$ cat src/rtl/swdt_defines.svh
// Purpose: constants shared by both ends of the watchdog configuration link
// Assumes: 100 MHz mclk
// Notes:   port and register offsets, keys, the device register reset value and the device timing counts live here
`ifndef SWDT_DEFINES_SVH
`define SWDT_DEFINES_SVH

// ------------------------------------------------------------
// i/o port map and keys
// ------------------------------------------------------------
`define SWDT_INDEX_PORT   16'h03F0
`define SWDT_DATA_PORT    16'h03F1
`define SWDT_KEY_UNLOCK   8'h87
`define SWDT_KEY_EXIT     8'hAA

// ------------------------------------------------------------
// configuration registers
// ------------------------------------------------------------
`define SWDT_REG_LDEV     8'h07
`define SWDT_REG_ACT      8'h30
`define SWDT_REG_TMO      8'hF2
`define SWDT_LDEV_ACT     8'h07
`define SWDT_LDEV_TMO     8'h08
`define SWDT_ACT_ON       8'h01
`define SWDT_RD_UNDEF     8'hFF
`define SWDT_RD_UNMAPPED  8'h00
`define SWDT_RESET_VAL    8'h00

// ------------------------------------------------------------
// timing
// ------------------------------------------------------------
`define SWDT_CLK_NS       10
`define SWDT_SEC_NS       1000000000
`define SWDT_FIRST_SEC    6'd32
`define SWDT_MIN_SEC      6'd60
`define SWDT_RST_CYC      6'd32

// ------------------------------------------------------------
// controller register map (avalon byte addresses)
// ------------------------------------------------------------
`define SWDT_A_LDEV       5'h00
`define SWDT_A_REGNUM     5'h04
`define SWDT_A_DATA       5'h08
`define SWDT_A_CTRL       5'h0C
`define SWDT_A_STATUS     5'h10
`define SWDT_A_INT_STAT   5'h14
`define SWDT_A_INT_MASK   5'h18
`define SWDT_CTRL_GO      0
`define SWDT_CTRL_READ    1
`define SWDT_EV_DONE      0
`define SWDT_EV_WDRST     1

`endif

$ cat src/rtl/swdt_pkg.sv
// Purpose: types shared by both ends
// Assumes: nothing
// Notes:   numbers live in swdt_defines.svh
package swdt_pkg;
  typedef logic [7:0]  swdt_byte_t;
  typedef logic [15:0] swdt_port_t;

  // controller sequence states
  typedef enum logic [3:0] {
    SWDT_IDLE  = 4'b0000,
    SWDT_KEY1  = 4'b0001,
    SWDT_KEY2  = 4'b0010,
    SWDT_SELI  = 4'b0011,
    SWDT_SELD  = 4'b0100,
    SWDT_IDX   = 4'b0101,
    SWDT_DAT   = 4'b0110,
    SWDT_RWAIT = 4'b0111,
    SWDT_EXIT  = 4'b1000
  } swdt_state_t;
endpackage

$ cat src/rtl/swdt_if.sv
// Purpose: i/o port cycle link between controller and watchdog device
// Assumes: both ends on mclk
// Notes:   wr and rd are one-cycle strobes
interface swdt_if;
  import swdt_pkg::*;
  swdt_port_t io_addr;
  swdt_byte_t io_wdata;
  logic       io_wr;
  logic       io_rd;
  swdt_byte_t io_rdata;
  logic       io_rack;
  logic       wdt_reset;

  modport dev  (input io_addr, io_wdata, io_wr, io_rd,
                output io_rdata, io_rack, wdt_reset);
  modport host (output io_addr, io_wdata, io_wr, io_rd,
                input io_rdata, io_rack, wdt_reset);
endinterface

$ cat src/rtl/swdt_host.sv
// Purpose: controller that runs configuration sequences for software
// Assumes: avalon-mm slave, 32-bit data, byte addresses
// Notes:   one write or read of one device register per go command
`include "swdt_defines.svh"

module swdt_host (
  // clock, reset, enable
  input  wire logic          mclk,
  input  wire logic          rst,
  input  wire logic          ce,
  // avalon-mm slave
  input  wire logic [4:0]    avs_address,
  input  wire logic          avs_read,
  input  wire logic          avs_write,
  input  wire logic [31:0]   avs_writedata,
  output logic [31:0]        avs_readdata,
  output logic               avs_waitrequest,
  // interrupt
  output logic               irq,
  // link to device
  swdt_if.host               bus
);
  import swdt_pkg::*;

  // ------------------------------------------------------------
  // registers
  // ------------------------------------------------------------
  swdt_state_t st_r;
  swdt_byte_t  ldev_r;
  swdt_byte_t  regnum_r;
  swdt_byte_t  data_r;
  logic        rdmode_r;
  logic [1:0]  stat_r;
  logic [1:0]  mask_r;
  logic        ack_r;
  logic [31:0] rdata_r;
  swdt_port_t  addr_r;
  swdt_byte_t  wdata_r;
  logic        wr_r;
  logic        rd_r;
  logic        wdrst_d_r;

  // ------------------------------------------------------------
  // bus decode
  // ------------------------------------------------------------
  // every access waits one cycle so read data come from a flop
  wire acc      = (avs_read || avs_write) && ce;
  wire take     = acc && ack_r;
  wire wr_take  = take && avs_write;
  wire busy     = st_r != SWDT_IDLE;
  wire go       = wr_take && (avs_address == `SWDT_A_CTRL) && !busy &&
                  avs_writedata[`SWDT_CTRL_GO];
  wire ev_done  = ce && (st_r == SWDT_EXIT);
  wire ev_wdrst = ce && bus.wdt_reset && !wdrst_d_r;
  wire clr_stat = wr_take && (avs_address == `SWDT_A_INT_STAT);
  wire [1:0] stat_nxt = (stat_r & ~(clr_stat ? avs_writedata[1:0] : 2'b00)) |
                        {ev_wdrst, ev_done};
  wire [31:0] rd_mux =
      (avs_address == `SWDT_A_LDEV)     ? {24'h000000, ldev_r}   :
      (avs_address == `SWDT_A_REGNUM)   ? {24'h000000, regnum_r} :
      (avs_address == `SWDT_A_DATA)     ? {24'h000000, data_r}   :
      (avs_address == `SWDT_A_CTRL)     ? {30'h0, rdmode_r, 1'b0} :
      (avs_address == `SWDT_A_STATUS)   ? {30'h0, bus.wdt_reset, busy} :
      (avs_address == `SWDT_A_INT_STAT) ? {30'h0, stat_r}        :
      (avs_address == `SWDT_A_INT_MASK) ? {30'h0, mask_r}        :
                                          32'h0000_0000;

  // ------------------------------------------------------------
  // avalon slave registers
  // ------------------------------------------------------------
  // data register is locked while a sequence runs
  always_ff @(posedge mclk)
  begin
    if (rst)
    begin
      ack_r <= 1'b0; rdata_r <= 32'h0000_0000; ldev_r <= 8'h00;
      regnum_r <= 8'h00; mask_r <= 2'b00; rdmode_r <= 1'b0;
    end
    else if (ce)
    begin
      ack_r <= acc && !ack_r;
      if (acc && !ack_r)
        rdata_r <= rd_mux;
      if (wr_take && !busy)
      begin
        if (avs_address == `SWDT_A_LDEV)
          ldev_r <= avs_writedata[7:0];
        else if (avs_address == `SWDT_A_REGNUM)
          regnum_r <= avs_writedata[7:0];
        else if (avs_address == `SWDT_A_CTRL)
          rdmode_r <= avs_writedata[`SWDT_CTRL_READ];
      end
      if (wr_take && avs_address == `SWDT_A_INT_MASK)
        mask_r <= avs_writedata[1:0];
    end
  end

  // ------------------------------------------------------------
  // interrupt status, set wins over clear
  // ------------------------------------------------------------
  always_ff @(posedge mclk)
  begin
    if (rst)
    begin
      stat_r    <= 2'b00;
      wdrst_d_r <= 1'b0;
    end
    else if (ce)
    begin
      stat_r    <= stat_nxt;
      wdrst_d_r <= bus.wdt_reset;
    end
  end

  // ------------------------------------------------------------
  // configuration sequence
  // ------------------------------------------------------------
  // unlock, select device, index, access, exit; one strobe a cycle
  always_ff @(posedge mclk)
  begin
    if (rst)
    begin
      st_r <= SWDT_IDLE; addr_r <= 16'h0000; wdata_r <= 8'h00;
      wr_r <= 1'b0; rd_r <= 1'b0; data_r <= 8'h00;
    end
    else if (ce)
    begin
      wr_r <= 1'b0;
      rd_r <= 1'b0;
      if (wr_take && !busy && avs_address == `SWDT_A_DATA)
        data_r <= avs_writedata[7:0];
      case (st_r)
        SWDT_IDLE:  if (go) st_r <= SWDT_KEY1;
        SWDT_KEY1:
        begin
          addr_r <= `SWDT_INDEX_PORT; wdata_r <= `SWDT_KEY_UNLOCK; wr_r <= 1'b1;
          st_r <= SWDT_KEY2;
        end
        SWDT_KEY2:
        begin
          wr_r <= 1'b1; st_r <= SWDT_SELI;
        end
        SWDT_SELI:
        begin
          wdata_r <= `SWDT_REG_LDEV; wr_r <= 1'b1; st_r <= SWDT_SELD;
        end
        SWDT_SELD:
        begin
          addr_r <= `SWDT_DATA_PORT; wdata_r <= ldev_r; wr_r <= 1'b1;
          st_r <= SWDT_IDX;
        end
        SWDT_IDX:
        begin
          addr_r <= `SWDT_INDEX_PORT; wdata_r <= regnum_r; wr_r <= 1'b1;
          st_r <= SWDT_DAT;
        end
        SWDT_DAT:
        begin
          addr_r <= `SWDT_DATA_PORT; wdata_r <= data_r;
          wr_r <= !rdmode_r; rd_r <= rdmode_r;
          st_r <= rdmode_r ? SWDT_RWAIT : SWDT_EXIT;
        end
        SWDT_RWAIT:
          if (bus.io_rack)
          begin
            data_r <= bus.io_rdata; st_r <= SWDT_EXIT;
          end
        SWDT_EXIT:
        begin
          addr_r <= `SWDT_INDEX_PORT; wdata_r <= `SWDT_KEY_EXIT; wr_r <= 1'b1;
          st_r <= SWDT_IDLE;
        end
        default:    st_r <= SWDT_IDLE;
      endcase
    end
  end

  // ------------------------------------------------------------
  // outputs
  // ------------------------------------------------------------
  assign avs_waitrequest = (avs_read || avs_write) && !(ack_r && ce);
  assign avs_readdata    = rdata_r;
  assign irq             = |(stat_r & mask_r);
  assign bus.io_addr     = addr_r;
  assign bus.io_wdata    = wdata_r;
  assign bus.io_wr       = wr_r;
  assign bus.io_rd       = rd_r;
endmodule

$ cat src/flat_wrapper.sv
// flat-port wrapper written by rule: the top's interface ports become plain ports
module swdt_host_flat import swdt_pkg::*;
  (mclk, rst, ce, avs_address, avs_read, avs_write, avs_writedata, avs_readdata, avs_waitrequest, irq, bus_io_addr, bus_io_wdata, bus_io_wr, bus_io_rd, bus_io_rdata, bus_io_rack, bus_wdt_reset);
  swdt_if bus_i ();
  input  wire logic mclk;
  input  wire logic rst;
  input  wire logic ce;
  input  wire logic [4:0] avs_address;
  input  wire logic avs_read;
  input  wire logic avs_write;
  input  wire logic [31:0] avs_writedata;
  output logic [31:0] avs_readdata;
  output logic avs_waitrequest;
  output logic irq;
  output wire logic [$bits(bus_i.io_addr)-1:0] bus_io_addr;
  output wire logic [$bits(bus_i.io_wdata)-1:0] bus_io_wdata;
  output wire logic [$bits(bus_i.io_wr)-1:0] bus_io_wr;
  output wire logic [$bits(bus_i.io_rd)-1:0] bus_io_rd;
  input wire logic [$bits(bus_i.io_rdata)-1:0] bus_io_rdata;
  input wire logic [$bits(bus_i.io_rack)-1:0] bus_io_rack;
  input wire logic [$bits(bus_i.wdt_reset)-1:0] bus_wdt_reset;
  assign bus_io_addr = bus_i.io_addr;
  assign bus_io_wdata = bus_i.io_wdata;
  assign bus_io_wr = bus_i.io_wr;
  assign bus_io_rd = bus_i.io_rd;
  assign bus_i.io_rdata = bus_io_rdata;
  assign bus_i.io_rack = bus_io_rack;
  assign bus_i.wdt_reset = bus_wdt_reset;
  swdt_host u_core (.mclk(mclk), .rst(rst), .ce(ce), .avs_address(avs_address), .avs_read(avs_read), .avs_write(avs_write), .avs_writedata(avs_writedata), .avs_readdata(avs_readdata), .avs_waitrequest(avs_waitrequest), .irq(irq), .bus(bus_i));
endmodule
$ cat config.mk
export PLATFORM = sky130hd
export DESIGN_NAME = swdt_host_flat
export DESIGN_NICKNAME = d
export VERILOG_FILES = /design/src/rtl/swdt_pkg.sv /design/src/rtl/swdt_if.sv /design/src/rtl/swdt_host.sv /design/src/flat_wrapper.sv
export VERILOG_INCLUDE_DIRS = /design/src /design/src/rtl
export SDC_FILE = /design/constraint.sdc
export NUM_CORES = 1
export LEC_CHECK = 0
export ABC_AREA = 0
export BUFFER_PORTS_ARGS = -buffer_cell sky130_fd_sc_hd__buf_2
export CAP_MARGIN = 5
export CORE_ASPECT_RATIO = 0.5
export CORE_UTILIZATION = 45
export CTS_CLUSTER_DIAMETER = 60
export DETAILED_ROUTE_END_ITERATION = 8
export PLACE_DENSITY = 0.75
export REMOVE_ABC_BUFFERS = 1
export SLEW_MARGIN = 20
export SYNTH_ARGS = -nofsm -noshare
export SYNTH_HDL_FRONTEND = slang
export SYNTH_SLANG_ARGS = --single-unit
$ cat constraint.sdc
create_clock -name mclk -period 1.62 [get_ports mclk]
set_input_delay 0.324 -clock mclk [delete_from_list [all_inputs] [get_ports mclk]]
set_output_delay 0.324 -clock mclk [all_outputs]
set_load 0.005 [all_outputs]
## Word-level counts from Yosys, hierarchy flattened

Index checks and enable logic that the tools add are counted.

| word-level totals | value |
|---|---|
| flip-flop bits (word level) | 93 |
| input port bits | 52 |
| output and inout bits | 60 |
| word-level logic and storage cells | 94 |

| operators by class | value |
|---|---|
| equality and inequality tests | 16 |
| multiplexer cells | 19 |
| bitwise gates (word level) | 6 |
| reduce and logical (&&, ||, !) cells | 39 |

Operator list:

| kind | number |
|---|---|
| 32-bit two-way mux | 6 |
| 8-bit one-hot mux with 6 select lines | 1 |
| 16-bit one-hot mux with 2 select lines | 1 |
| 4-bit one-hot mux with 8 select lines | 1 |
| 8-bit two-way mux | 3 |
| 4-bit by 3-bit == test with 1-bit output (second input constant) | 4 |
| 1-bit logical AND | 16 |
| 5-bit == test (second input constant) | 3 |
| 4-bit two-way mux | 3 |
| 5-bit by 4-bit == test with 1-bit output (second input constant) | 2 |
| 4-bit by 2-bit == test with 1-bit output (second input constant) | 2 |
| 2-bit AND reduction | 4 |
| 3-bit AND reduction | 2 |
| 6-bit nonzero test | 1 |
| 6-bit OR reduction | 1 |
| 5-bit by 3-bit == test with 1-bit output (second input constant) | 1 |
| 1-bit zero test | 5 |
| 5-bit zero test | 1 |
| 5-bit AND reduction | 1 |
| 2-bit bitwise AND | 2 |
| 4-bit by 1-bit == test with 1-bit output (second input constant) | 1 |
| 4-bit == test (second input constant) | 1 |
| 4-bit zero test | 1 |
| 2-bit two-way mux | 2 |
| 13 further kinds | 15 |

## Longest topological paths before layout

Gate-level depths: netlist (run 1).

| logic depth | value |
|---|---|
| depth in word-level cells | 9 |
| mapped depth | 7 |
| mapped depth without buffers | 4 |

## Worst setup path after synthesis (run 1)

No wires, ideal clock.

| timing | value |
|---|---|
| kind | flip-flop to flip-flop |
| start point | register u_core.st_r[1] |
| end point | register u_core.st_r[0] |
| arrival time | 1.408 ns |
| required time | 1.498 ns |
| path slack | 0.090 ns |
| cell stages (with the launch flop) | 6 |
| path buffers | 1 |
| period minus slack after synthesis | 1.530 ns |
| path through | dfxtp_1 > buf_6 > or4_1 > a41o_1 > or2b_1 > o21ai_0 |

| between the ends | value |
|---|---|
| word-level cells in the longest chain between the ends | 6 |
| elaborated cells on any way between the ends | 16 |
| classes of those cells | 9 x eq/ne; 1 x mux; 6 x reduce/logical |

RTL lines:

| item | RTL line | source |
|---|---|---|
| from (decl) | swdt_host.sv:28 | `swdt_state_t st_r;` |
| from (signal assigned) | swdt_host.sv:161 | `st_r <= rdmode_r ? SWDT_RWAIT : SWDT_EXIT;` |
| 4-bit nonzero test | swdt_host.sv:50 | `wire busy = st_r != SWDT_IDLE;` |
| 1-bit zero test | swdt_host.sv:51 | `` wire go = wr_take && (avs_address == `SWDT_A_CTRL) && !busy && `` |
| 1-bit logical AND (2 in series) | swdt_host.sv:51 |  |
| 2-bit by 1-bit inequality test with 1-bit output (no source line) | - |  |
| 3-bit AND reduction (no source line) | - |  |

Parallel ways exist; a longest one is shown, timed or not.
A chain may end at the register's enable or synchronous reset.

## Worst setup path in the final report (run 1)

| timing | value |
|---|---|
| start point | register u_core.st_r[0] |
| end point | register u_core.st_r[3] |

Same word-level chain as after synthesis.

==> metrics, run 1 <==
Worst setup SP type=register; post-route DRC violation count=0; Post-Synth Adder-Cell Area=0%; sequential share of the synthesized area=approximately 33%; # IOs=112; largest net degree at the start of global routing=22; ANT cells=0; Worst setup startpoint=u_core.st_r[0]; GRT Util Overall=24.85%; Clock power frac=a little under 40%; RSZ-0062 raised after global routing=true; Core Footprint=slightly below 7000 sq um; Finished Core Util=approximately 60%; Post-synth top cells=dfxtp_1 (55), buf_4 (41), nor2_1 (35); Vias/cell=between 5 and 6; FF-to-FF Start=u_core.st_r[0]; async set-reset flop share out of synthesis=0%; top-count cell post-synth=dfxtp_1; Internal=~0.0024 W; switching power=between 0.0008 and 0.0009 W; clock sink total=between 50 and 60; CTS tree=built; Cell variety after synth=61; Clock Skews=about 7.9 ps; Final setup viols=0; vias in the first global route=approximately 3k; outcome=complete, no violations; grt ovf=0; synthesized cell area=approximately 3300 sq um; Max-cap violations=0; power per cell area=between 700 and 800 nW/um^2; CTS Hold Bufs=0; worst r2r path cells=4; Chip Width=approximately 120 um; Main synth FF type=dfxtp_1; Worst-Skew Late Latency=around 300 ps; total number of vias=approximately 3.3k; row cnt=21; die height=approximately 63 um; CTS max path bufs=2; Area contributors post-synth=dfxtp_1 (33%), mux2i_1 (10%), buf_4 (9.2%); Buffers on Ports=between 50 and 60; first-pass GRT wire length=14.97 mm; Pre-antenna DRT Iters=5; fin crit period=between 1500 and 2000 ps; Initial Util=48.23%; Iter 0 DRT Violations=just under 400; initial antenna violation count=0; WP data arrival=around 1800 ps; Mapped Avg Cell Area=8.680 sq um; wire length per cell=between 15 and 20 um; worst hold stages=3; Crit path required time=roughly 1800 ps; gp weighted congestion=between 0.8 and 0.9; total number of H-tree levels=2; area leader, netlist=dfxtp_1; Worst-path clk slew=80 ps; Flop pwr share=approximately 43%; CP max FO=10; Critical Path Sink=u_core.st_r[3]; hpwl dp=~6.7 mm; area occupied by multi-input gates=around 1900 sq um; TritonCTS Buffers=5; nets=around 520; leak pwr=1.865 nW; FMAX=~0.63 GHz; Compound-Gate Fraction of Synth Area=a little over a fifth; r2r endpoint=u_core.st_r[3]; worst hold-check path type=in2reg; Synth top area share=roughly a third; Clock Tree Root=clkbuf_16; Slew Limit Fails=0; sw frac=25.92%; Final Cycle Share=between 90 and 100%; Critical Path End Type=register; layout cells sized above 1=approximately a third; setup tns final=0 ps; post-synthesis simple-gate area fraction=20.38%; EDFF count, synth=0; final hold viol count=0; Final ANT Viol Nets=0; multiplexer area fraction after synthesis=10.89%; area of the die=a little under 8000 sq um; WL final=9.322 mm; crit path kind=reg2reg; Min Hold Slack=288.4 ps; Logic pwr share=17.1%; largest family of logic cells by synthesized area=compound AO/OA/AOI/OAI gates; Layout area overhead=24.06%; Reg2Reg Setup Slack=about 30 ps; Synthesis Warnings=0; Mapped Cells=384; FF+latch count, synth=55; Register Area=approximately 1100 sq um; Post-Synth XOR/XNOR Area=0%; Fillers=~610; Max VDD drop=about 0.46 mV
critical path, stage by stage (launching register included):
cell and delay (ps):
dfxtp_4 400, or4_4 540, a41o_1 240, or2b_1 210
a211oi_2 80
state kept, by name, indices dropped and copies added, names as in the netlist, 4 cells and up:
register	cells
u_core.data_r	8
u_core.avs_readdata	8
u_core.ldev_r	8
u_core.bus.io_wdata	8
u_core.regnum_r	8
u_core.st_r	4
metrics by stage:
step                      worst slack [ps]  std cells  cell area (sq um)  total power (W)
after global placement              -111.2        549               3846         0.001940
after floorplan                     -157.3        347               3015         0.001654
final                                30.48        560               4135         0.003258
after detailed placement            -136.2        549               3846         0.001947
after CTS                            6.984        557               4038         0.003222
after global routing                -15.93        560               4135         0.003397
timing repair:
action                                  4_1_cts  5_1_grt
setup buffers                                 0        3
pin swaps                                     1        3
endpoints found under the setup margin       31       22
gates resized for setup                       8       17
final cells by class:
cell class	instances	area share, %
multi-input combinational	280	46.60
sequential	55	26.93
timing repair buffer	113	18.31
clock buffer	6	3.359
tap	92	2.784
inverter	12	1.089
clock inverter	2	0.9380
cell usage in the layout (no fill, tap or decap), types with 3 or more instances in the layout:
master,count
o211ai_1,7
and3_1,3
nor2_1,34
nor3_1,5
a211oi_1,4
a221oi_1,3
nand3_1,15
nand3b_1,5
buf_2,54
nand2_1,13
nand4_1,11
inv_1,10
nand2b_1,6
conb_1,33
o31ai_1,3
dfxtp_1,51
dfxtp_4,3
o2bb2ai_1,12
buf_4,52
clkbuf_16,5
a32oi_1,10
o21ai_0,8
nor2b_1,5
buf_6,5
mux2i_1,34
a22oi_1,6
a21oi_1,14
power by group through the flow:
stage,clock (W),sequential (W),combinational (W)
detailed placement,0,0.00144,0.000505
CTS,0.00130,0.00141,0.000513
floorplan,0,0.00146,0.000197
global route,0.00138,0.00141,0.000606
global placement,0,0.00144,0.000499
finish,0.00129,0.00141,0.000557
logic make-up (layout without fill, tap and decap cells):
| group | after synthesis | after routing |
|---|---|---|
| compound gates | 93 | 93 |
| other cells | 1 | 33 |
| simple gates | 118 | 118 |
| buf+inv | 81 | 133 |
| flops | 55 | 55 |
| mux | 36 | 36 |
per-layer routing:
metal / share of wire, % / vias to the layer above / wire (um) / global-route usage, %
li1: - / 1519 / - / -
met1: 46 / 1572 / 4248 / 35.21
met2: 45 / 162 / 4170 / 39.10
met3: 8.3 / 15 / 773 / 3.741
met4: 1.4 / 0 / 131 / 6.175
met5: 0 / - / 0 / 0
worst min-delay path by stage:
stage | startpoint | endpoint
finish | avs_writedata[2] | u_core.ldev_r[2]
global route | avs_writedata[2] | u_core.ldev_r[2]
CTS | avs_writedata[2] | u_core.ldev_r[2]
detailed placement | u_core.bus.io_wdata[0] | u_core.bus.io_wdata[0]
global placement | u_core.bus.io_wdata[0] | u_core.bus.io_wdata[0]
floorplan | rst | u_core.st_r[3]
Power figures use the tool's default switching activity.
==> run 2: changes to the inputs <==
--- a/config.mk
+++ b/config.mk
@@ -6,14 +6,14 @@
 export SDC_FILE = /design/constraint.sdc
 export NUM_CORES = 1
 export LEC_CHECK = 0
-export ABC_AREA = 0
+export ABC_AREA = 1
 export BUFFER_PORTS_ARGS = -buffer_cell sky130_fd_sc_hd__buf_2
 export CAP_MARGIN = 5
 export CORE_ASPECT_RATIO = 0.5
 export CORE_UTILIZATION = 45
 export CTS_CLUSTER_DIAMETER = 60
 export DETAILED_ROUTE_END_ITERATION = 8
-export PLACE_DENSITY = 0.75
+export PLACE_DENSITY = 0.76
 export REMOVE_ABC_BUFFERS = 1
 export SLEW_MARGIN = 20
 export SYNTH_ARGS = -nofsm -noshare
==> run 2 against run 1 <==
Compared with the run above: routed wire length fell by 13%; setup slack improved by 89 ps; core utilization fell by 4.7 points; via count fell by 5.1%; synthesized cell count rose by 20%; register-to-register slack improved by 90 ps.
==> metrics, run 2 <==
HP Start=avs_writedata[5] (was avs_writedata[2]); Post-Synth XOR/XNOR Area=0% (unchanged); Internal=0.002937 W (was 0.002414 W); Worst-path clk slew=70 ps (was 80 ps); area leader, netlist=dfxtp_1 (unchanged); ANT cells=0 (unchanged); area occupied by multi-input gates=1720 sq um (was 1927 sq um); Power, Total=0.004609 W (was 0.003258 W); Iter 0 DRT Violations=152 (was 388); # IOs=112 (unchanged); wire length per cell=13.14 um (was 16.65 um); FF+latch count, synth=55 (unchanged); post-route DRC violation count=0 (unchanged); CTS max path bufs=2 (unchanged); Largest stage delay, worst path=350 ps (was 540 ps); placed cells=605 (was 549); Clock Skews=5.054 ps (was 7.918 ps); Min-Delay Endpoint=u_core.ldev_r[5] (was u_core.ldev_r[2]); Finished Core Util=55.12% (was 59.84%); FF-to-FF Start=u_core.st_r[3] (was u_core.st_r[0]); Post-synth top cells=dfxtp_1 (55), nand2_1 (53), nor2_1 (47) (was dfxtp_1 (55), buf_4 (41), nor2_1 (35)); EDFF count, synth=0 (unchanged); setup tns final=0 ps (unchanged); Synth top area share=33.61% (was 33.03%); Buffers on Ports=54 (unchanged); Worst setup SP type=register (unchanged); Synthesis Warnings=0 (unchanged); commonest non-fill, non-tap cells in the layout=buf_2 (54), nand2_1 (53), dfxtp_1 (51) (was buf_2 (54), buf_4 (52), dfxtp_1 (51)); Initial Util=47.77% (was 48.23%); sw frac=36.27% (was 25.92%); Layout area overhead=15.39% (was 24.06%); CTS tree=built (unchanged); commonest non-fill, non-tap cell in the layout=buf_2 (unchanged); nets=574 (was 519); Mapped Cells=460 (was 384); crit path kind=reg2reg (unchanged); GRT Util Overall=22.25% (was 24.85%); CP max FO=8 (was 10); async set-reset flop share out of synthesis=0% (unchanged); Final setup viols=0 (unchanged); Clock Tree Root=clkbuf_16 (unchanged); largest family of logic cells by synthesized area=simple AND/OR/NAND/NOR gates (was compound AO/OA/AOI/OAI gates); worst r2r path cells=10 (was 4); Core Footprint=6858 sq um (was 6910 sq um); synthesized cell area=3276 sq um (was 3333 sq um); post-synthesis simple-gate area fraction=26.55% (was 20.38%); total number of H-tree levels=2 (unchanged); final hold viol count=0 (unchanged); leak pwr=1.801 nW (was 1.865 nW); hpwl dp=6.035 mm (was 6.676 mm); Fillers=652 (was 612); Main synth FF type=dfxtp_1 (unchanged); Vias/cell=5.042 (was 5.836); RSZ-0062 raised after global routing=false (was true); gp weighted congestion=0.9101 (was 0.8543); vias in the first global route=2773 (was 2935); total number of vias=3101 (was 3268); first-pass GRT wire length=13.55 mm (was 14.97 mm); Reg2Reg Setup Slack=120 ps (was 30 ps); Slew Limit Fails=0 (unchanged); Mapped Avg Cell Area=7.121 sq um (was 8.680 sq um); fin cells=615 (was 560); CTS Hold Bufs=0 (unchanged); Critical Path End Type=register (unchanged); worst hold stages=3 (unchanged); worst hold-check path type=in2reg (unchanged); layout cells sized above 1=27.34% (was 31.41%); area of the die=7645 sq um (was 7776 sq um); CP dominant cell by count=nand2_4; fin crit period=1500 ps (was 1590 ps); clock sink total=55 (unchanged); die height=62.33 um (was 62.86 um); Chip Width=122.7 um (was 123.7 um); critical path cell sequence=nor2_4 -> inv_2 -> nor2_8 -> nand2_4 -> clkinv_4 -> nand2_4 -> o21ai_4 -> nand3_1 -> nand2_1 -> nor2_1 (was or4_4 -> a41o_1 -> or2b_1 -> a211oi_2); power per cell area=1219 nW/um^2 (was 787.9 nW/um^2); Final Cycle Share=92.60% (was 98.12%); FMAX=0.6666 GHz (was 0.6291 GHz); WP data arrival=1690 ps (was 1770 ps); Final ANT Viol Nets=0 (unchanged); outcome=complete, no violations (unchanged); TritonCTS Buffers=5 (unchanged); Worst-Skew Late Latency=290 ps (was 300 ps); Compound-Gate Fraction of Synth Area=22.12% (was 21.10%); Pre-antenna DRT Iters=4 (was 5); Min Hold Slack=310.8 ps (was 288.4 ps); Worst path slowest cell=dfxtp_2 (was or4_4); Crit path required time=1810 ps (was 1800 ps); multiplexer area fraction after synthesis=0% (was 10.89%); r2r endpoint=u_core.st_r[0] (was u_core.st_r[3]); top-count cell post-synth=dfxtp_1 (unchanged); row cnt=21 (unchanged); Cell variety after synth=35 (was 61); Logic pwr share=36.3% (was 17.1%); Clock power frac=27.5% (was 39.6%); largest net degree at the start of global routing=37 (was 22); WL final=8.084 mm (was 9.322 mm); Register Area=1106 sq um (was 1114 sq um); Area contributors post-synth=dfxtp_1 (34%), buf_4 (9.4%), a21oi_1 (7.0%) (was dfxtp_1 (33%), mux2i_1 (10%), buf_4 (9.2%)); Post-Synth Adder-Cell Area=0% (unchanged); Max-cap violations=0 (unchanged); Flop pwr share=36.2% (was 43.3%); Max VDD drop=0.4825 mV (was 0.4597 mV); initial antenna violation count=0 (unchanged); switching power=0.001672 W (was 0.0008444 W); sequential share of the synthesized area=33.61% (was 33.03%); grt ovf=0 (unchanged)
-- run 2: cell count changes in the layout (fill, tap and decap cells not counted), moves of 23 or more --
cell,previous run,this run
nand2_1,13,53
mux2i_1,34,0
buf_4,52,19
a21oi_1,14,46
inv_1,10,41
o21ai_0,8,31
-- run 2: layout make-up --
| class | count | share of cell area, % |
|---|---|---|
| flip-flops and latches | 55 | 29.26 |
| repair buffers | 75 | 11.98 |
| multi-input cells | 330 | 45.51 |
| clock buffers | 6 | 3.674 |
| well taps | 92 | 3.045 |
| clock inverters | 2 | 0.9268 |
| inverters | 55 | 5.594 |
-- run 2: routing by layer --
metal / global-route usage [%] / share of wire, %
met1: 32.90 / 49
met2: 33.50 / 44
met3: 3.033 / 6.1
met4: 5.945 / 1.0
met5: 0 / 0
-- run 2: metrics by stage --
stage | area, sq um | worst slack, ps
floorplan | 3030 | 245.2
global placement | 3583 | 76.22
detailed placement | 3583 | 50.16
CTS | 3757 | 20.22
global route | 3780 | 0.4848
finish | 3780 | 119.8
-- run 2: how the worst max path moves through the flow --
stage	from	depth (start not counted)	end	slack (ps)
CTS	u_core.st_r[1]	7	u_core.bus.io_wdata[5]	20
detailed placement	avs_address[1]	9	u_core.st_r[0]	50
global route	u_core.st_r[3]	10	u_core.st_r[2]	0.5
floorplan	u_core.st_r[3]	11	u_core.st_r[1]	250
global placement	avs_address[1]	9	u_core.st_r[2]	80
finish	u_core.st_r[3]	10	u_core.st_r[0]	120
-- run 2: timing repair --
item	4_1_cts	5_1_grt
buffers inserted	0	2
setup endpoints to repair	0	14
resized for setup	0	7
-- run 2: power by group through the flow --
| stage | Clock [W] | Sequential, W | Combinational, W |
|---|---|---|---|
| after floorplan | 0 | 0.00168 | 0.00103 |
| after global placement | 0 | 0.00167 | 0.00156 |
| after detailed placement | 0 | 0.00168 | 0.00157 |
| after CTS | 0.00127 | 0.00165 | 0.00159 |
| after global routing | 0.00135 | 0.00169 | 0.00186 |
| final | 0.00127 | 0.00167 | 0.00167 |
-- run 2: logic make-up (layout without fill, tap and decap cells) --
logic type / Yosys count / in the layout
compound gates: 123 / 123
simple gates: 174 / 174
flops: 55 / 55
buf+inv: 107 / 138
other cells: 1 / 33
-- run 2: worst max-delay path: cells and delay by family, from the launching register on --
kind	cells	cell delay (ps)
AO/OA/AOI/OAI	1	240
buffers and inverters	2	160
flip-flops	1	350
AND/OR/NAND/NOR	7	630
==> run 3: changes to the inputs <==
--- a/config.mk
+++ b/config.mk
@@ -10,10 +10,11 @@
 export BUFFER_PORTS_ARGS = -buffer_cell sky130_fd_sc_hd__buf_2
 export CAP_MARGIN = 5
 export CORE_ASPECT_RATIO = 0.5
-export CORE_UTILIZATION = 45
+export CORE_UTILIZATION = 46
 export CTS_CLUSTER_DIAMETER = 60
 export DETAILED_ROUTE_END_ITERATION = 8
-export PLACE_DENSITY = 0.76
+export GPL_TIMING_DRIVEN = 0
+export PLACE_DENSITY = 0.77
 export REMOVE_ABC_BUFFERS = 1
 export SLEW_MARGIN = 20
 export SYNTH_ARGS = -nofsm -noshare
==> run 3 against run 2 <==
Compared with the run above: setup slack got worse by 47 ps; non-clock buffer count shrank 16; sequential share of layout area is 0.65 points higher; clock-buffer cell count unchanged; combinational power grew 6%; register-to-register slack got worse by 50 ps; global-route usage rose by 0.089 points; core utilization down 0.58 points; clock power about the same; hold slack gained 7.1 ps; critical path type unchanged.
==> metrics, run 3 (synthesis gave the netlist of run 2 again) <==
Finished Core Util=54.54% (was 55.12%); Chip Width=121.3 um (was 122.7 um); gp weighted congestion=0.9225 (was 0.9101); setup tns final=0 ps (unchanged); ANT cells=0 (unchanged); CTS max path bufs=2 (unchanged); Slew @ Worst Pin=648.8 ps; Vias/cell=5.301 (was 5.042); Iter 0 DRT Violations=242 (was 152); layout cells sized above 1=26.43% (was 27.34%); Initial Util=48.32% (was 47.77%); first-pass GRT wire length=12.85 mm (was 13.55 mm); commonest non-fill, non-tap cell in the layout=buf_2 (unchanged); power per cell area=1283 nW/um^2 (was 1219 nW/um^2); worst hold-check path type=in2reg (unchanged); TritonCTS Buffers=5 (unchanged); GRT Util Overall=22.34% (was 22.25%); CTS tree=built (unchanged); WP data arrival=1740 ps (was 1690 ps); WL final=8.297 mm (was 8.084 mm); final hold viol count=0 (unchanged); Worst-Skew Late Latency=300 ps (was 290 ps); initial antenna violation count=0 (unchanged); Clock Tree Root=clkbuf_16 (unchanged); Clock Skews=6.674 ps (was 5.054 ps); Worst setup SP type=register (unchanged); vias in the first global route=2632 (was 2773); Buf+Inv Stages, Crit Path=2 (unchanged); Buffers on Ports=54 (unchanged); Slew Limit Fails=0 (unchanged); Core Footprint=6779 sq um (was 6858 sq um); crit path kind=reg2reg (unchanged); Worst path slowest cell=dfxtp_2 (unchanged); outcome=complete, no violations (unchanged); Final Cycle Share=95.53% (was 92.60%); CP max FO=8 (unchanged); critical path cell sequence=nor2_4 -> inv_2 -> nor2_8 -> nand2_8 -> clkinv_4 -> nand2_4 -> o21ai_4 -> nand3_1 -> nand2_1 -> nor2_1 (was nor2_4 -> inv_2 -> nor2_8 -> nand2_4 -> clkinv_4 -> nand2_4 -> o21ai_4 -> nand3_1 -> nand2_1 -> nor2_1); Largest stage delay, worst path=360 ps (was 350 ps); row cnt=21 (unchanged); Pre-antenna DRT Iters=5 (was 4); Crit path required time=1810 ps (about the same); Worst-path clk slew=70 ps (about the same); die height=61.67 um (was 62.33 um); commonest non-fill, non-tap cells in the layout=buf_2 (53), nand2_1 (52), dfxtp_1 (51) (was buf_2 (54), nand2_1 (53), dfxtp_1 (51)); RSZ-0062 raised after global routing=true (was false); nets=558 (was 574); clock sink total=55 (unchanged); Critical Path End Type=register (unchanged); Slew headroom=between 50 and 60%; FMAX=0.6462 GHz (was 0.6666 GHz); total number of H-tree levels=2 (unchanged); fin crit period=1548 ps (was 1500 ps); Max-cap violations=0 (unchanged); wire length per cell=13.85 um (was 13.14 um); leak pwr=1.718 nW (was 1.801 nW); total number of vias=3175 (was 3101); Worst path top cell family by delay=simple AND/OR/NAND/NOR gates (unchanged); Layout area overhead=12.87% (was 15.39%); largest net degree at the start of global routing=45 (was 37); CTS Hold Bufs=0 (unchanged); area of the die=7483 sq um (was 7645 sq um); # IOs=112 (unchanged); grt ovf=0 (unchanged); post-route DRC violation count=0 (unchanged); Final ANT Viol Nets=0 (unchanged); Fillers=662 (was 652); Max VDD drop=0.5513 mV (was 0.4825 mV); Final setup viols=0 (unchanged); hpwl dp=5.983 mm (was 6.035 mm)
run 3: cell types whose count changed in the layout (fill, tap and decap cells not counted), sizes merged:
| cell | delta |
|---|---|
| buf | -16 |
run 3: what timing repair did:
item	4_1_cts	5_1_grt
pin swaps	0	4
setup endpoints to repair	22	38
buffers inserted	0	5
gates resized for setup	4	19
run 3: final timing paths:
check                                       from               end  slack [ps]  depth (start not counted)
worst max-delay path              u_core.st_r[3]    u_core.st_r[1]          70                         10
worst min-delay path            avs_writedata[2]  u_core.ldev_r[2]         320                          3
worst max register to register    u_core.st_r[3]    u_core.st_r[1]          70                         10
worst min register to register  u_core.wdrst_d_r  u_core.wdrst_d_r         460                          2
run 3: worst reg2reg max path: cells and delay by family, from the launching register on:
kind / cells / cell delay, ps
simple gates: 7 / 670
flops: 1 / 360
compound gates: 1 / 270
buf+inv: 2 / 150
run 3: layout make-up:
type | instances | area [sq um] | share of cell area, %
multi-input combinational | 330 | 1772 | 47.92
sequential | 55 | 1106 | 29.92
timing repair buffer | 59 | 314.1 | 8.494
inverter | 55 | 216.5 | 5.854
clock buffer | 6 | 138.9 | 3.756
tap | 92 | 115.1 | 3.113
clock inverter | 2 | 35.03 | 0.9475
run 3: where the power goes:
group | internal, W | switching [W]
Combinational | 0.000677 | 0.00109
Clock | 0.000771 | 0.000511
Sequential | 0.00152 | 0.000172
Total | 0.00297 | 0.00178
run 3: routing by layer:
metal	part of all wire (%)	track usage (%)
met3	6.7	3.241
met5	0	0
met2	45	37.42
met1	47	30.52
met4	1.5	6.526
run 3: through the flow:
step | setup slack (ps) | instance area [sq um] | hold WS, ps | total power, W | std cells
global route | -24.07 | 3697 | 322.6 | 0.005004 | 599
CTS | -72.52 | 3601 | 315.9 | 0.004403 | 594
global placement | -797.1 | 3416 | 444.6 | 0.003118 | 586
finish | 72.42 | 3697 | 317.9 | 0.004743 | 599
detailed placement | -827.6 | 3416 | 454.7 | 0.003142 | 586
floorplan | 245.2 | 3030 | 393.1 | 0.002704 | 440
